<file path="config.mk">
export PLATFORM = sky130hd
export DESIGN_NAME = dswp_host
export DESIGN_NICKNAME = d
export VERILOG_FILES = /design/src/rtl/dswp_pkg.sv /design/src/rtl/dswp_divider.sv /design/src/rtl/dswp_fifo.sv /design/src/rtl/dswp_host.sv
export SDC_FILE = /design/constraint.sdc
export NUM_CORES = 1
export LEC_CHECK = 0
export CORE_MARGIN = 3
export CORE_UTILIZATION = 35
export CTS_CLUSTER_DIAMETER = 100
export DETAILED_ROUTE_END_ITERATION = 10
export DONT_BUFFER_PORTS = 1
export GPL_ROUTABILITY_DRIVEN = 0
export GPL_TIMING_DRIVEN = 0
export PLACE_DENSITY = 0.5
export SYNTH_ARGS = -nofsm -noshare
export SYNTH_HDL_FRONTEND = slang
export SYNTH_SLANG_ARGS = --single-unit
export TNS_END_PERCENT = 20
</file>
<file path="constraint.sdc">
create_clock -name i_clock -period 3.15 [get_ports i_clock]
set_input_delay 0.63 -clock i_clock [delete_from_list [all_inputs] [get_ports i_clock]]
set_output_delay 0.63 -clock i_clock [all_outputs]
set_load 0.02 [all_outputs]
</file>
<file path="src/rtl/dswp_pkg.sv">
// dswp_pkg: constants, register map and types for the display serial write port.
// assumes a single 100 MHz clock; every user of these names writes dswp_pkg::name.

package dswp_pkg;

    ////////////////////////////////////////////////////////////////////////////////
    // clock and link timing
    localparam int CLOCK_PERIOD_NS = 10;
    // half period of the serial clock; least time, so rounded up
    localparam int SCK_HALF_NS     = 40;
    localparam int SCK_HALF_CYCLES = (SCK_HALF_NS + CLOCK_PERIOD_NS - 1) / CLOCK_PERIOD_NS;
    localparam int DIV_WIDTH       = 8;

    ////////////////////////////////////////////////////////////////////////////////
    // software register map (byte addresses)
    localparam int ADDR_WIDTH = 8;
    localparam logic [7:0] REG_CONTROL = 8'h00;
    localparam logic [7:0] REG_STATUS  = 8'h04;
    localparam logic [7:0] REG_COMMAND = 8'h08;
    localparam logic [7:0] REG_PARAM   = 8'h0c;
    localparam logic [7:0] REG_PIXEL   = 8'h10;
    localparam logic [7:0] REG_RXDATA  = 8'h14;

    // control fields
    localparam int CTRL_BACKLIGHT_BIT = 0;
    localparam int CTRL_RESET_BIT     = 1;
    localparam logic [1:0] CTRL_RESET_VALUE = 2'h0;

    // status fields
    localparam int STAT_BUSY_BIT     = 0;
    localparam int STAT_FULL_BIT     = 1;
    localparam int STAT_EMPTY_BIT    = 2;
    localparam int STAT_OVERFLOW_BIT = 3;
    localparam int STAT_COUNT_LSB    = 4;

    ////////////////////////////////////////////////////////////////////////////////
    // transfer sizes
    localparam int BYTE_BITS  = 8;
    localparam int PIXEL_BITS = 16;
    localparam int FIFO_DEPTH = 4;

    // one queued transfer: command/data level, length and payload
    typedef struct packed {
        logic        is_pixel;
        logic        is_data;
        logic [15:0] payload;
    } dswp_item_s;

    localparam int ITEM_WIDTH = $bits(dswp_item_s);

    typedef enum logic [5:0] {
        ST_IDLE = 6'b000001,
        ST_LEAD = 6'b000010,
        ST_HIGH = 6'b000100,
        ST_LOW  = 6'b001000,
        ST_TAIL = 6'b010000,
        ST_REST = 6'b100000
    } dswp_state_e;

endpackage : dswp_pkg
</file>
<file path="src/rtl/dswp_divider.sv">
// dswp_divider: one-cycle enable every HALF cycles while i_run is high.
// assumes i_run low clears the count, so each run starts with a full interval.
`timescale 1ns/10ps
`default_nettype none

module dswp_divider #(
    parameter int HALF = 4
) (
    // clock and reset
    input  wire logic i_clock,
    input  wire logic i_rst_n,
    // control
    input  wire logic i_run,
    output logic      o_tick
);

    localparam logic [dswp_pkg::DIV_WIDTH-1:0] LAST = dswp_pkg::DIV_WIDTH'(HALF - 1);

    logic [dswp_pkg::DIV_WIDTH-1:0] cnt_q;
    logic [dswp_pkg::DIV_WIDTH-1:0] cnt_d;

    assign o_tick = i_run && (cnt_q == LAST);

    always_comb
    begin
        if (!i_run || o_tick)
        begin
            cnt_d = '0;
        end
        else
        begin
            cnt_d = cnt_q + 1'b1;
        end
    end

    always_ff @(posedge i_clock or negedge i_rst_n)
    begin
        if (!i_rst_n)
        begin
            cnt_q <= '0;
        end
        else
        begin
            cnt_q <= cnt_d;
        end
    end

endmodule : dswp_divider

`default_nettype wire

</file>
<file path="src/rtl/dswp_fifo.sv">
// dswp_fifo: small first-in first-out buffer with valid/ready on both sides.
// assumes DEPTH is a power of two; everything on one clock.
`timescale 1ns/10ps
`default_nettype none

module dswp_fifo #(
    parameter int WIDTH = 18,
    parameter int DEPTH = 4
) (
    // clock and reset
    input  wire logic             i_clock,
    input  wire logic             i_rst_n,
    // fill side
    input  wire logic             i_valid,
    output logic                  o_ready,
    input  wire logic [WIDTH-1:0] i_data,
    // drain side
    output logic                  o_valid,
    input  wire logic             i_ready,
    output logic [WIDTH-1:0]      o_data,
    // fill level
    output logic [$clog2(DEPTH):0] o_count
);

    localparam int AW = $clog2(DEPTH);

    logic [WIDTH-1:0] mem_q [DEPTH];
    logic [WIDTH-1:0] mem_d [DEPTH];
    logic [AW-1:0]    wr_q;
    logic [AW-1:0]    wr_d;
    logic [AW-1:0]    rd_q;
    logic [AW-1:0]    rd_d;
    logic [AW:0]      cnt_q;
    logic [AW:0]      cnt_d;
    logic             push;
    logic             pop;

    assign o_ready = (cnt_q != (AW+1)'(DEPTH));
    assign o_valid = (cnt_q != '0);
    assign o_data  = mem_q[rd_q];
    assign o_count = cnt_q;
    assign push    = i_valid && o_ready;
    assign pop     = o_valid && i_ready;

    always_comb
    begin
        mem_d = mem_q;
        wr_d  = wr_q;
        rd_d  = rd_q;
        cnt_d = cnt_q;
        if (push)
        begin
            mem_d[wr_q] = i_data;
            wr_d        = wr_q + 1'b1;
        end
        if (pop)
        begin
            rd_d = rd_q + 1'b1;
        end
        if (push && !pop)
        begin
            cnt_d = cnt_q + 1'b1;
        end
        else if (pop && !push)
        begin
            cnt_d = cnt_q - 1'b1;
        end
    end

    always_ff @(posedge i_clock or negedge i_rst_n)
    begin
        if (!i_rst_n)
        begin
            for (int i = 0; i < DEPTH; i++)
            begin
                mem_q[i] <= '0;
            end
            wr_q  <= '0;
            rd_q  <= '0;
            cnt_q <= '0;
        end
        else
        begin
            mem_q <= mem_d;
            wr_q  <= wr_d;
            rd_q  <= rd_d;
            cnt_q <= cnt_d;
        end
    end

endmodule : dswp_fifo

`default_nettype wire

</file>
<file path="src/rtl/dswp_host.sv">
// dswp_host: serial master that drives a display controller's 4-wire write port.
// assumes software on the same clock; display pins are outside the clock's domain.
`timescale 1ns/10ps
`default_nettype none

module dswp_host (
    // clock and reset
    input  wire logic                              i_clock,
    input  wire logic                              i_rst_n,
    // software register port
    input  wire logic [dswp_pkg::ADDR_WIDTH-1:0]   i_reg_addr,
    input  wire logic [31:0]                       i_reg_wdata,
    input  wire logic                              i_reg_write,
    input  wire logic                              i_reg_read,
    output logic [31:0]                            o_reg_rdata,
    // queue back-pressure
    output logic                                   o_queue_ready,
    // display pins
    output logic                                   o_display_select_low,
    output logic                                   o_cmd_data_select,
    output logic                                   o_serial_clock,
    output logic                                   o_serial_write_data,
    input  wire logic                              i_serial_read_line,
    output logic                                   o_backlight_enable,
    output logic                                   o_display_reset_n
);

    ////////////////////////////////////////////////////////////////////////////////
    // declarations

    localparam int CW = $clog2(dswp_pkg::FIFO_DEPTH) + 1;

    dswp_pkg::dswp_state_e state_q;
    dswp_pkg::dswp_state_e state_d;

    logic [1:0]               ctrl_q;
    logic [1:0]               ctrl_d;
    logic                     overflow_q;
    logic                     overflow_d;
    logic [31:0]              rdata_q;
    logic [31:0]              rdata_d;
    logic [15:0]              tx_shift_q;
    logic [15:0]              tx_shift_d;
    logic [7:0]               rx_shift_q;
    logic [7:0]               rx_shift_d;
    logic [7:0]               rx_data_q;
    logic [7:0]               rx_data_d;
    logic [4:0]               bits_q;
    logic [4:0]               bits_d;
    logic                     select_q;
    logic                     select_d;
    logic                     dc_q;
    logic                     dc_d;
    logic                     sck_q;
    logic                     sck_d;
    logic                     mosi_q;
    logic                     mosi_d;
    logic                     rx_meta_q;
    logic                     rx_sync_q;

    dswp_pkg::dswp_item_s     push_item;
    dswp_pkg::dswp_item_s     head_item;
    logic                     push_valid;
    logic                     fifo_ready;
    logic                     fifo_valid;
    logic                     fifo_pop;
    logic [CW-1:0]            fifo_count;
    logic                     tick;
    logic                     run;

    ////////////////////////////////////////////////////////////////////////////////
    // address decode

    function automatic logic reg_hit(
        input logic [dswp_pkg::ADDR_WIDTH-1:0] addr,
        input logic [dswp_pkg::ADDR_WIDTH-1:0] offset
    );
        reg_hit = (addr == offset);
    endfunction : reg_hit

    ////////////////////////////////////////////////////////////////////////////////
    // queue of pending transfers; software ordering is kept end to end

    always_comb
    begin
        push_item  = '0;
        push_valid = 1'b0;
        if (i_reg_write)
        begin
            if (reg_hit(i_reg_addr, dswp_pkg::REG_COMMAND))
            begin
                push_valid        = 1'b1;
                push_item.is_data = 1'b0;
                push_item.payload = {i_reg_wdata[7:0], 8'h00};
            end
            else if (reg_hit(i_reg_addr, dswp_pkg::REG_PARAM))
            begin
                push_valid        = 1'b1;
                push_item.is_data = 1'b1;
                push_item.payload = {i_reg_wdata[7:0], 8'h00};
            end
            else if (reg_hit(i_reg_addr, dswp_pkg::REG_PIXEL))
            begin
                push_valid         = 1'b1;
                push_item.is_data  = 1'b1;
                push_item.is_pixel = 1'b1;
                push_item.payload  = i_reg_wdata[15:0];
            end
        end
    end

    // window commands and colours leave in the order written
    dswp_fifo #(
        .WIDTH (dswp_pkg::ITEM_WIDTH),
        .DEPTH (dswp_pkg::FIFO_DEPTH)
    ) u_fifo (
        .i_clock (i_clock),
        .i_rst_n (i_rst_n),
        .i_valid (push_valid),
        .o_ready (fifo_ready),
        .i_data  (push_item),
        .o_valid (fifo_valid),
        .i_ready (fifo_pop),
        .o_data  (head_item),
        .o_count (fifo_count)
    );

    assign o_queue_ready = fifo_ready;

    ////////////////////////////////////////////////////////////////////////////////
    // serial clock pacing: one tick per half period

    assign run = (state_q != dswp_pkg::ST_IDLE);

    dswp_divider #(
        .HALF (dswp_pkg::SCK_HALF_CYCLES)
    ) u_divider (
        .i_clock (i_clock),
        .i_rst_n (i_rst_n),
        .i_run   (run),
        .o_tick  (tick)
    );

    ////////////////////////////////////////////////////////////////////////////////
    // read line synchroniser; the pin may be left open

    always_ff @(posedge i_clock or negedge i_rst_n)
    begin
        if (!i_rst_n)
        begin
            rx_meta_q <= 1'b0;
            rx_sync_q <= 1'b0;
        end
        else
        begin
            rx_meta_q <= i_serial_read_line;
            rx_sync_q <= rx_meta_q;
        end
    end

    ////////////////////////////////////////////////////////////////////////////////
    // transfer engine

    always_comb
    begin
        state_d    = state_q;
        tx_shift_d = tx_shift_q;
        rx_shift_d = rx_shift_q;
        rx_data_d  = rx_data_q;
        bits_d     = bits_q;
        select_d   = select_q;
        dc_d       = dc_q;
        sck_d      = sck_q;
        mosi_d     = mosi_q;
        fifo_pop   = 1'b0;
        case (state_q)
            dswp_pkg::ST_IDLE:
            begin
                sck_d    = 1'b0;
                select_d = 1'b1;
                if (fifo_valid)
                begin
                    fifo_pop   = 1'b1;
                    select_d   = 1'b0;
                    dc_d       = head_item.is_data;
                    tx_shift_d = head_item.payload;
                    mosi_d     = head_item.payload[15];
                    if (head_item.is_pixel)
                    begin
                        bits_d = 5'(dswp_pkg::PIXEL_BITS);
                    end
                    else
                    begin
                        bits_d = 5'(dswp_pkg::BYTE_BITS);
                    end
                    state_d = dswp_pkg::ST_LEAD;
                end
            end
            dswp_pkg::ST_LEAD,
            dswp_pkg::ST_LOW:
            begin
                if (tick)
                begin
                    sck_d      = 1'b1;
                    rx_shift_d = {rx_shift_q[6:0], rx_sync_q};
                    state_d    = dswp_pkg::ST_HIGH;
                end
            end
            dswp_pkg::ST_HIGH:
            begin
                if (tick)
                begin
                    sck_d  = 1'b0;
                    bits_d = bits_q - 5'h01;
                    if (bits_q == 5'h01)
                    begin
                        rx_data_d = rx_shift_q;
                        state_d   = dswp_pkg::ST_TAIL;
                    end
                    else
                    begin
                        tx_shift_d = {tx_shift_q[14:0], 1'b0};
                        mosi_d     = tx_shift_q[14];
                        state_d    = dswp_pkg::ST_LOW;
                    end
                end
            end
            dswp_pkg::ST_TAIL:
            begin
                // select stays low a half period past the last falling edge
                if (tick)
                begin
                    select_d = 1'b1;
                    state_d  = dswp_pkg::ST_REST;
                end
            end
            dswp_pkg::ST_REST:
            begin
                if (tick)
                begin
                    state_d = dswp_pkg::ST_IDLE;
                end
            end
            default:
            begin
                state_d  = dswp_pkg::ST_IDLE;
                select_d = 1'b1;
                sck_d    = 1'b0;
            end
        endcase
    end

    always_ff @(posedge i_clock or negedge i_rst_n)
    begin
        if (!i_rst_n)
        begin
            state_q    <= dswp_pkg::ST_IDLE;
            tx_shift_q <= 16'h0000;
            rx_shift_q <= 8'h00;
            rx_data_q  <= 8'h00;
            bits_q     <= 5'h00;
            select_q   <= 1'b1;
            dc_q       <= 1'b0;
            sck_q      <= 1'b0;
            mosi_q     <= 1'b0;
        end
        else
        begin
            state_q    <= state_d;
            tx_shift_q <= tx_shift_d;
            rx_shift_q <= rx_shift_d;
            rx_data_q  <= rx_data_d;
            bits_q     <= bits_d;
            select_q   <= select_d;
            dc_q       <= dc_d;
            sck_q      <= sck_d;
            mosi_q     <= mosi_d;
        end
    end

    ////////////////////////////////////////////////////////////////////////////////
    // software registers

    always_comb
    begin
        ctrl_d     = ctrl_q;
        overflow_d = overflow_q;
        rdata_d    = 32'h0000_0000;
        if (i_reg_write && reg_hit(i_reg_addr, dswp_pkg::REG_CONTROL))
        begin
            ctrl_d = i_reg_wdata[1:0];
        end
        // write one to clear; a fresh overflow in the same cycle wins
        if (i_reg_write && reg_hit(i_reg_addr, dswp_pkg::REG_STATUS)
            && i_reg_wdata[dswp_pkg::STAT_OVERFLOW_BIT])
        begin
            overflow_d = 1'b0;
        end
        if (push_valid && !fifo_ready)
        begin
            overflow_d = 1'b1;
        end
        if (i_reg_read)
        begin
            if (reg_hit(i_reg_addr, dswp_pkg::REG_CONTROL))
            begin
                rdata_d[1:0] = ctrl_q;
            end
            else if (reg_hit(i_reg_addr, dswp_pkg::REG_STATUS))
            begin
                rdata_d[dswp_pkg::STAT_BUSY_BIT]     = run || fifo_valid;
                rdata_d[dswp_pkg::STAT_FULL_BIT]     = !fifo_ready;
                rdata_d[dswp_pkg::STAT_EMPTY_BIT]    = !fifo_valid;
                rdata_d[dswp_pkg::STAT_OVERFLOW_BIT] = overflow_q;
                rdata_d[dswp_pkg::STAT_COUNT_LSB +: CW] = fifo_count;
            end
            else if (reg_hit(i_reg_addr, dswp_pkg::REG_RXDATA))
            begin
                rdata_d[7:0] = rx_data_q;
            end
        end
    end

    always_ff @(posedge i_clock or negedge i_rst_n)
    begin
        if (!i_rst_n)
        begin
            ctrl_q     <= dswp_pkg::CTRL_RESET_VALUE;
            overflow_q <= 1'b0;
            rdata_q    <= 32'h0000_0000;
        end
        else
        begin
            ctrl_q     <= ctrl_d;
            overflow_q <= overflow_d;
            rdata_q    <= rdata_d;
        end
    end

    ////////////////////////////////////////////////////////////////////////////////
    // outputs

    assign o_reg_rdata          = rdata_q;
    assign o_display_select_low = select_q;
    assign o_cmd_data_select    = dc_q;
    assign o_serial_clock       = sck_q;
    assign o_serial_write_data  = mosi_q;
    assign o_backlight_enable   = ctrl_q[dswp_pkg::CTRL_BACKLIGHT_BIT];
    assign o_display_reset_n    = !ctrl_q[dswp_pkg::CTRL_RESET_BIT];

endmodule : dswp_host

`default_nettype wire

</file>
# Yosys cells after proc, flatten, opt, wreduce, memory -nomap -nowiden
# Index checks and enable logic that the tools add are counted.
# word_totals
output_inout_bits	39
regBits	146
elab_cells	143
inputBits	45
# classes
n_reduce_logical	34
n_bitwise	4
n_lt_le_gt_ge	3
muxes	53
n_addsub	6
eq_ne	21
# op_table
op	n
2-to-1 mux 18 bit	5
bitwise mux 72 bit	1
2-to-1 mux 15 bit	3
binary-select mux 18 bit (select 2 bit)	1
demux 18 bit (select 2 bit)	1
2-to-1 mux 6 bit	6
2-to-1 mux 17 bit	2
case mux 15 bit (2 select lines)	1
case mux 6 bit (5 select lines)	1
2-to-1 mux 8 bit	3
2-to-1 mux 5 bit	4
2-to-1 mux 1 bit	17
== test 8 x 4 -> 1 bit (second input constant)	2
== test 8 x 5 -> 1 bit (second input constant)	2
logical AND 1 bit	10
case mux 5 bit (2 select lines)	1
AND reduction 3 bit	3
adder 8 x 1 -> 8 bit (second input constant)	1
== test 8 x 2 -> 1 bit (second input constant)	1
== test 8 x 3 -> 1 bit (second input constant)	1
logical NOT 8 bit	1
inequality test 2 x 1 -> 1 bit (second input constant)	4
2-to-1 mux 7 bit	1
== test 6 x 1 -> 1 bit (second input constant)	1
other kinds (30)	48

# Depth between registers and ports, before layout
# logic_depth
ltp_word	10
depth_mapped	12
ltp_nobuf	9

# By module
# From an unflattened synthesis, not the netlist that was laid out.
# unflattened
cells_unflattened	533
area_unflattened_um2	7507.2
# modules_own_cells
mod	seq_area_each_um2	cells_each	instances	area_per_inst_um2
dswp_fifo	1976.9	210	1	3717.3
dswp_host	1478.9	284	1	3390.8
dswp_divider	200.2	39	1	399.1

# Worst setup path after synthesis
# OpenSTA, ideal clock, no wires.
# synth_timing
kind	input port to flip-flop
startpoint	input i_reg_addr[1] (netlist bit)
endpoint	register u_fifo.cnt_q[2] (netlist: u_fifo.o_count[2])
arrival_time_ns	2.587
cell_stages	10
setup_slack_ns	0.484
setup_ns	0.079
required_time_ns	3.071
path_buffers	1
path_cell_list	nor4_4 -> and3_1 -> buf_2 -> and3_1 -> ha_1 -> inv_1 -> fa_1 -> xor2_1 -> nor2_1 -> xor2_1
# synth_via
elab_chain_cells	9
word_cells_on_any_way	13
classes_between	3 x eq/ne; 5 x mux; 5 x reduce/logical
# synth_lines
element	line_no	text
start: declaration	dswp_host.sv:11	input wire logic [dswp_pkg::ADDR_WIDTH-1:0] i_reg_addr,
== test 8 x 5 -> 1 bit	dswp_host.sv:78	reg_hit = (addr == offset);
2-to-1 mux 1 bit	dswp_host.sv:102	else if (reg_hit(i_reg_addr, dswp_pkg::REG_PIXEL))
2-to-1 mux 1 bit	dswp_host.sv:96	else if (reg_hit(i_reg_addr, dswp_pkg::REG_PARAM))
2-to-1 mux 1 bit (*)	dswp_host.sv:90	if (reg_hit(i_reg_addr, dswp_pkg::REG_COMMAND))
2-to-1 mux 1 bit (*)	dswp_host.sv:88	if (i_reg_write)
logical AND 1 bit (*)	dswp_fifo.sv:42	assign push = i_valid && o_ready;
net u_fifo.push	dswp_fifo.sv:35	logic push;
logical NOT 1 bit	dswp_fifo.sv:64	else if (pop && !push)
logical AND 1 bit	dswp_fifo.sv:64	
nonzero test 2 bit (no source line)	n/a	
end signal: assignment	dswp_fifo.sv:87	cnt_q <= cnt_d;
end: declaration	dswp_fifo.sv:33	logic [AW:0] cnt_q;
# Mark *: on every way through the listed nets, which the timed path passes. The rest lies on a longest branch.
# A chain may end at the register's enable or synchronous reset.

# Worst setup path in the final report
# layout_timing
startpoint	register u_fifo.cnt_q[2] (netlist: u_fifo.o_count[2])
endpoint	register u_fifo.cnt_q[2] (netlist: u_fifo.o_count[2])
# layout_via
elab_chain_cells	7
word_cells_on_any_way	15
classes_between	2 x add/sub; 1 x eq/ne; 4 x mux; 8 x reduce/logical
# layout_lines
element	line_no	text
nonzero test 3 bit	dswp_fifo.sv:39	assign o_valid = (cnt_q != '0);
2-to-1 mux 1 bit	dswp_host.sv:181	if (fifo_valid)
2-to-1 mux 1 bit	dswp_host.sv:176	case (state_q)
logical AND 1 bit	dswp_fifo.sv:43	assign pop = o_valid && i_ready;
logical NOT 1 bit	dswp_fifo.sv:60	if (push && !pop)
logical AND 1 bit	dswp_fifo.sv:60	
2-to-1 mux 3 bit / nonzero test 2 bit (equally long branches)	n/a	
# Several ways; a longest one is shown, not always the timed one. The select of a mux whose other input is x is not followed.

==> results.txt <==
----------------------------------------------------
[Place]
  Placed Instance Area ... 0.00757 sq mm
  HPWL after DPL ... 12.3 mm
  Number of port buffers ... 0
  Cell count after placement ... 922

[STA]
  Worst Skew ... 7.70 ps
  Count of final max-slew check failures ... 0
  Headroom to the max-slew limit ... 0.463
  RSZ-0062 raised after global routing ... false
  Tmin final ... 2620 ps
  Max frequency ... 381 MHz
  Total setup violations reported at the end of the flow ... 0
  Actual transition at the worst max-transition pin ... 801 ps
  Worst hold slack ... -100 ps
  Final worst path period share ... 0.832
  Final setup TNS ... 0 ps
  Number of endpoints with negative hold slack in the final report ... 144

[Logic synthesis]
  Sequential fraction of the synthesis area ... 0.511
  Count of flip-flops with a built-in enable after synthesis ... 0
  Area fraction in compound gates after synthesis ... 0.148
  Netlist cell types ... 62
  Share of synthesized cell area in and, or, nand and nor gates ... 0.0981
  Mux cell area share after synthesis ... 0.149
  Proportion of synthesized flip-flops having asynchronous set or reset ... 1.00
  Synthesized-area fraction occupied by adder cells ... 0.0168
  Post-synthesis register bit count ... 146
  Number of warning messages in the yosys log ... 0
  Post-Syn Area per Cell ... 11.3 sq um
  Xor and xnor area share after synthesis ... 0.0184
  Netlist area before placement ... 0.00715 sq mm
  Largest family of logic cells by synthesized area ... multiplexers
  Prevailing post-synth register cell ... sky130_fd_sc_hd__dfrtp_1
  Number of instances in the synthesized netlist ... 634

[Critical path]
  Standard cell with the maximum stage delay on the critical path ... sky130_fd_sc_hd__dfrtp_1
  Flop-to-flop setup slack ... 530 ps
  Required time of the critical path ... 3480 ps
  Top delay family on crit path ... simple AND/OR/NAND/NOR gates
  Crit. End Element ... flop
  Origin of the critical flop-to-flop path ... u_fifo.o_count[2]$_DFFE_PN0P_
  CP most frequent cell ... sky130_fd_sc_hd__xor2_1
  Delay contributed by the slowest stage of the critical path ... 440 ps
  Setup Crit Path Kind ... reg -> reg
  Number of buffer and inverter instances along the worst setup path ... 4
  Max Fanout on Critical Path ... 10
  CP startpoint kind ... flop
  Arrival time worst endpoint ... 2960 ps
  Critical path cell sequence ... or3_1 > and3_1 > buf_2 > inv_2 > buf_4 > ha_1 > inv_1 > fa_1 > xor2_1 > nor2_1 > xor2_1
  R2R cell count ... 11
  Capture instance of the worst register-to-register path ... u_fifo.o_count[2]$_DFFE_PN0P_

[Cells and area]
  Nets ... 730
  Most frequent standard cell in the layout excluding fill and tap cells ... sky130_fd_sc_hd__o21ai_0
  Post-route non-filler standard cell count ... 954
  Area delta synth->final ... 14.6%
  Most frequent cells in the layout ... 155 x sky130_fd_sc_hd__o21ai_0, 144 x sky130_fd_sc_hd__dfrtp_1, 42 x sky130_fd_sc_hd__mux2_2
  Ant diodes ... 0
  Share of cells above drive strength 1 ... 0.226
  Final Instance Area ... 0.00820 sq mm

[CTS]
  Num CTS Buffers ... 17
  Buffer levels on the longest clock path ... 2
  Register clock-pin slew on the reported worst setup and hold paths ... 60 ps
  Total clock sinks ... 146
  # Post-CTS Setup Buffers ... 0
  Htree depth ... 4
  Buffer cell driving the clock tree root ... sky130_fd_sc_hd__clkbuf_16
  Clock latency of the later-clocked register in the worst-skew pair ... 420 ps
  CTS tree ... built
  Number of instances resized during post-cts repair ... 0

[Routing]
  Wire length per cell ... 18.9 um
  Post-route ant nets ... 0
  Overall routed net length ... 18.1 mm
  Count of vias placed by the detailed router ... 5107
  Vias per cell ... 5.35
  Remaining design rule violation count ... 0
  Number of search-and-repair iterations in the first detailed-routing pass ... 5
  Iteration-0 DRC count of the detailed router ... 317

[Floorplan]
  Number of ports placed on the die boundary ... 84
  Site Rows ... 51
  Effective utilization at floorplan ... 0.362
  Core Footprint ... 0.0198 sq mm
  Die extent in x ... 149 um
  Die H ... 149 um
  Total die area ... 0.0222 sq mm

[Global route]
  Via count of the first global-routing pass ... 5330
  Gr ovfl total ... 0
  Largest net degree at the start of global routing ... 147
  Total global routing track utilization ... 0.170
  Antenna violations before repair ... 0
  Wire length of the first global-routing pass ... 29.3 mm

[Power and ir drop]
  Peak ir drop on the vdd network ... 0.394 mV
  Power per standard cell area ... 537 mW/mm^2
  Leakage power of the design ... 0.00368 uW
  Post-route total power ... 4400 uW

[Job]
  Maximum Capacitance Violations ... 0

[Status]
  Result of the run ... complete, but fails checks
  Failing checks ... negative hold slack

[Worst hold path]
  Worst min-delay path category ... in -> async

----------------------------------------------------
## final cells by class
class	count	area (sq um)
Clock buffer	20	447
Fill cell	1894	11600
Buffer	62	362
Inverter	14	52.6
Multi-Input combinational cell	435	3170
Clock inverter	12	181
Tap cell	265	332
Sequential cell	146	3660
## power breakdown
| part | internal, uW | leakage [uW] | total (uW) | switching (uW) |
|---|---|---|---|---|
| Clock | 1350 | 0.000293 | 2150 | 796 |
| Combinational | 100 | 0.00143 | 286 | 186 |
| Sequential | 1930 | 0.00197 | 1970 | 44.6 |
## routing by layer
layer  GRT usage  wire [um]  up-vias
met5           0          0        -
met4      0.0604        384        0
met3      0.0480       1170       24
met2       0.270       8430      198
met1       0.225       8060     2557
li1            -          -     2328
## registers in the layout (all words and copies together) (netlist names), 3 cells and up
name,count
bits_q,5
u_fifo.mem_q,72
o_reg_rdata,8
tx_shift_q,15
rx_shift_q,8
state_q,6
rx_data_q,8
u_fifo.o_count,3
u_divider.cnt_q,8
## cells in the mapped netlist, drive strengths merged, types with 7 or more instances
library cell,number,share of area
a22o,7,0.0086
nand2,39,0.023
clkbuf,20,0.011
dfrtp,144,0.50
o21ai,155,0.11
buf,42,0.040
inv,14,0.0073
ha,8,0.014
nor3,11,0.011
nand4,7,0.0061
nor2,26,0.014
mux2,51,0.085
nand3,7,0.0049
xor2,9,0.011
mux4,18,0.057
## through the flow
stage | utilization | worst slack, ps
2_1_floorplan | - | 484
6_report | 0.414 | 528
3_3_place_gp | 0.383 | 283
4_1_cts | 0.414 | 475
5_1_grt | 0.414 | 283
3_5_place_dp | 0.383 | 211
## worst max-delay path by stage
| stage | start | endpoint | slack [ps] | cells after the start |
|---|---|---|---|---|
| 3_3_place_gp | i_reg_addr[1] | u_fifo.o_count[2]$_DFFE_PN0P_ | 280 | 10 |
| 2_1_floorplan | i_reg_addr[1] | u_fifo.o_count[2]$_DFFE_PN0P_ | 480 | 10 |
| 4_1_cts | state_q[3]$_DFFE_PN0P_ | u_fifo.o_count[1]$_DFFE_PN0P_ | 480 | 10 |
| 3_5_place_dp | i_reg_addr[1] | u_fifo.o_count[2]$_DFFE_PN0P_ | 210 | 10 |
| 6_report | u_fifo.o_count[2]$_DFFE_PN0P_ | u_fifo.o_count[2]$_DFFE_PN0P_ | 530 | 11 |
| 5_1_grt | state_q[3]$_DFFE_PN0P_ | u_fifo.o_count[1]$_DFFE_PN0P_ | 280 | 10 |
## kinds of logic after synthesis
group,after synthesis
AOI/OAI and AO/OA,189
DFF,146
buffers and inverters,76
adders and majority gates,9
other,1
xor gates and xnor gates,15
and+or+nand+nor,124
muxes,74
Note: power is estimated with default switching activity, not from simulation.
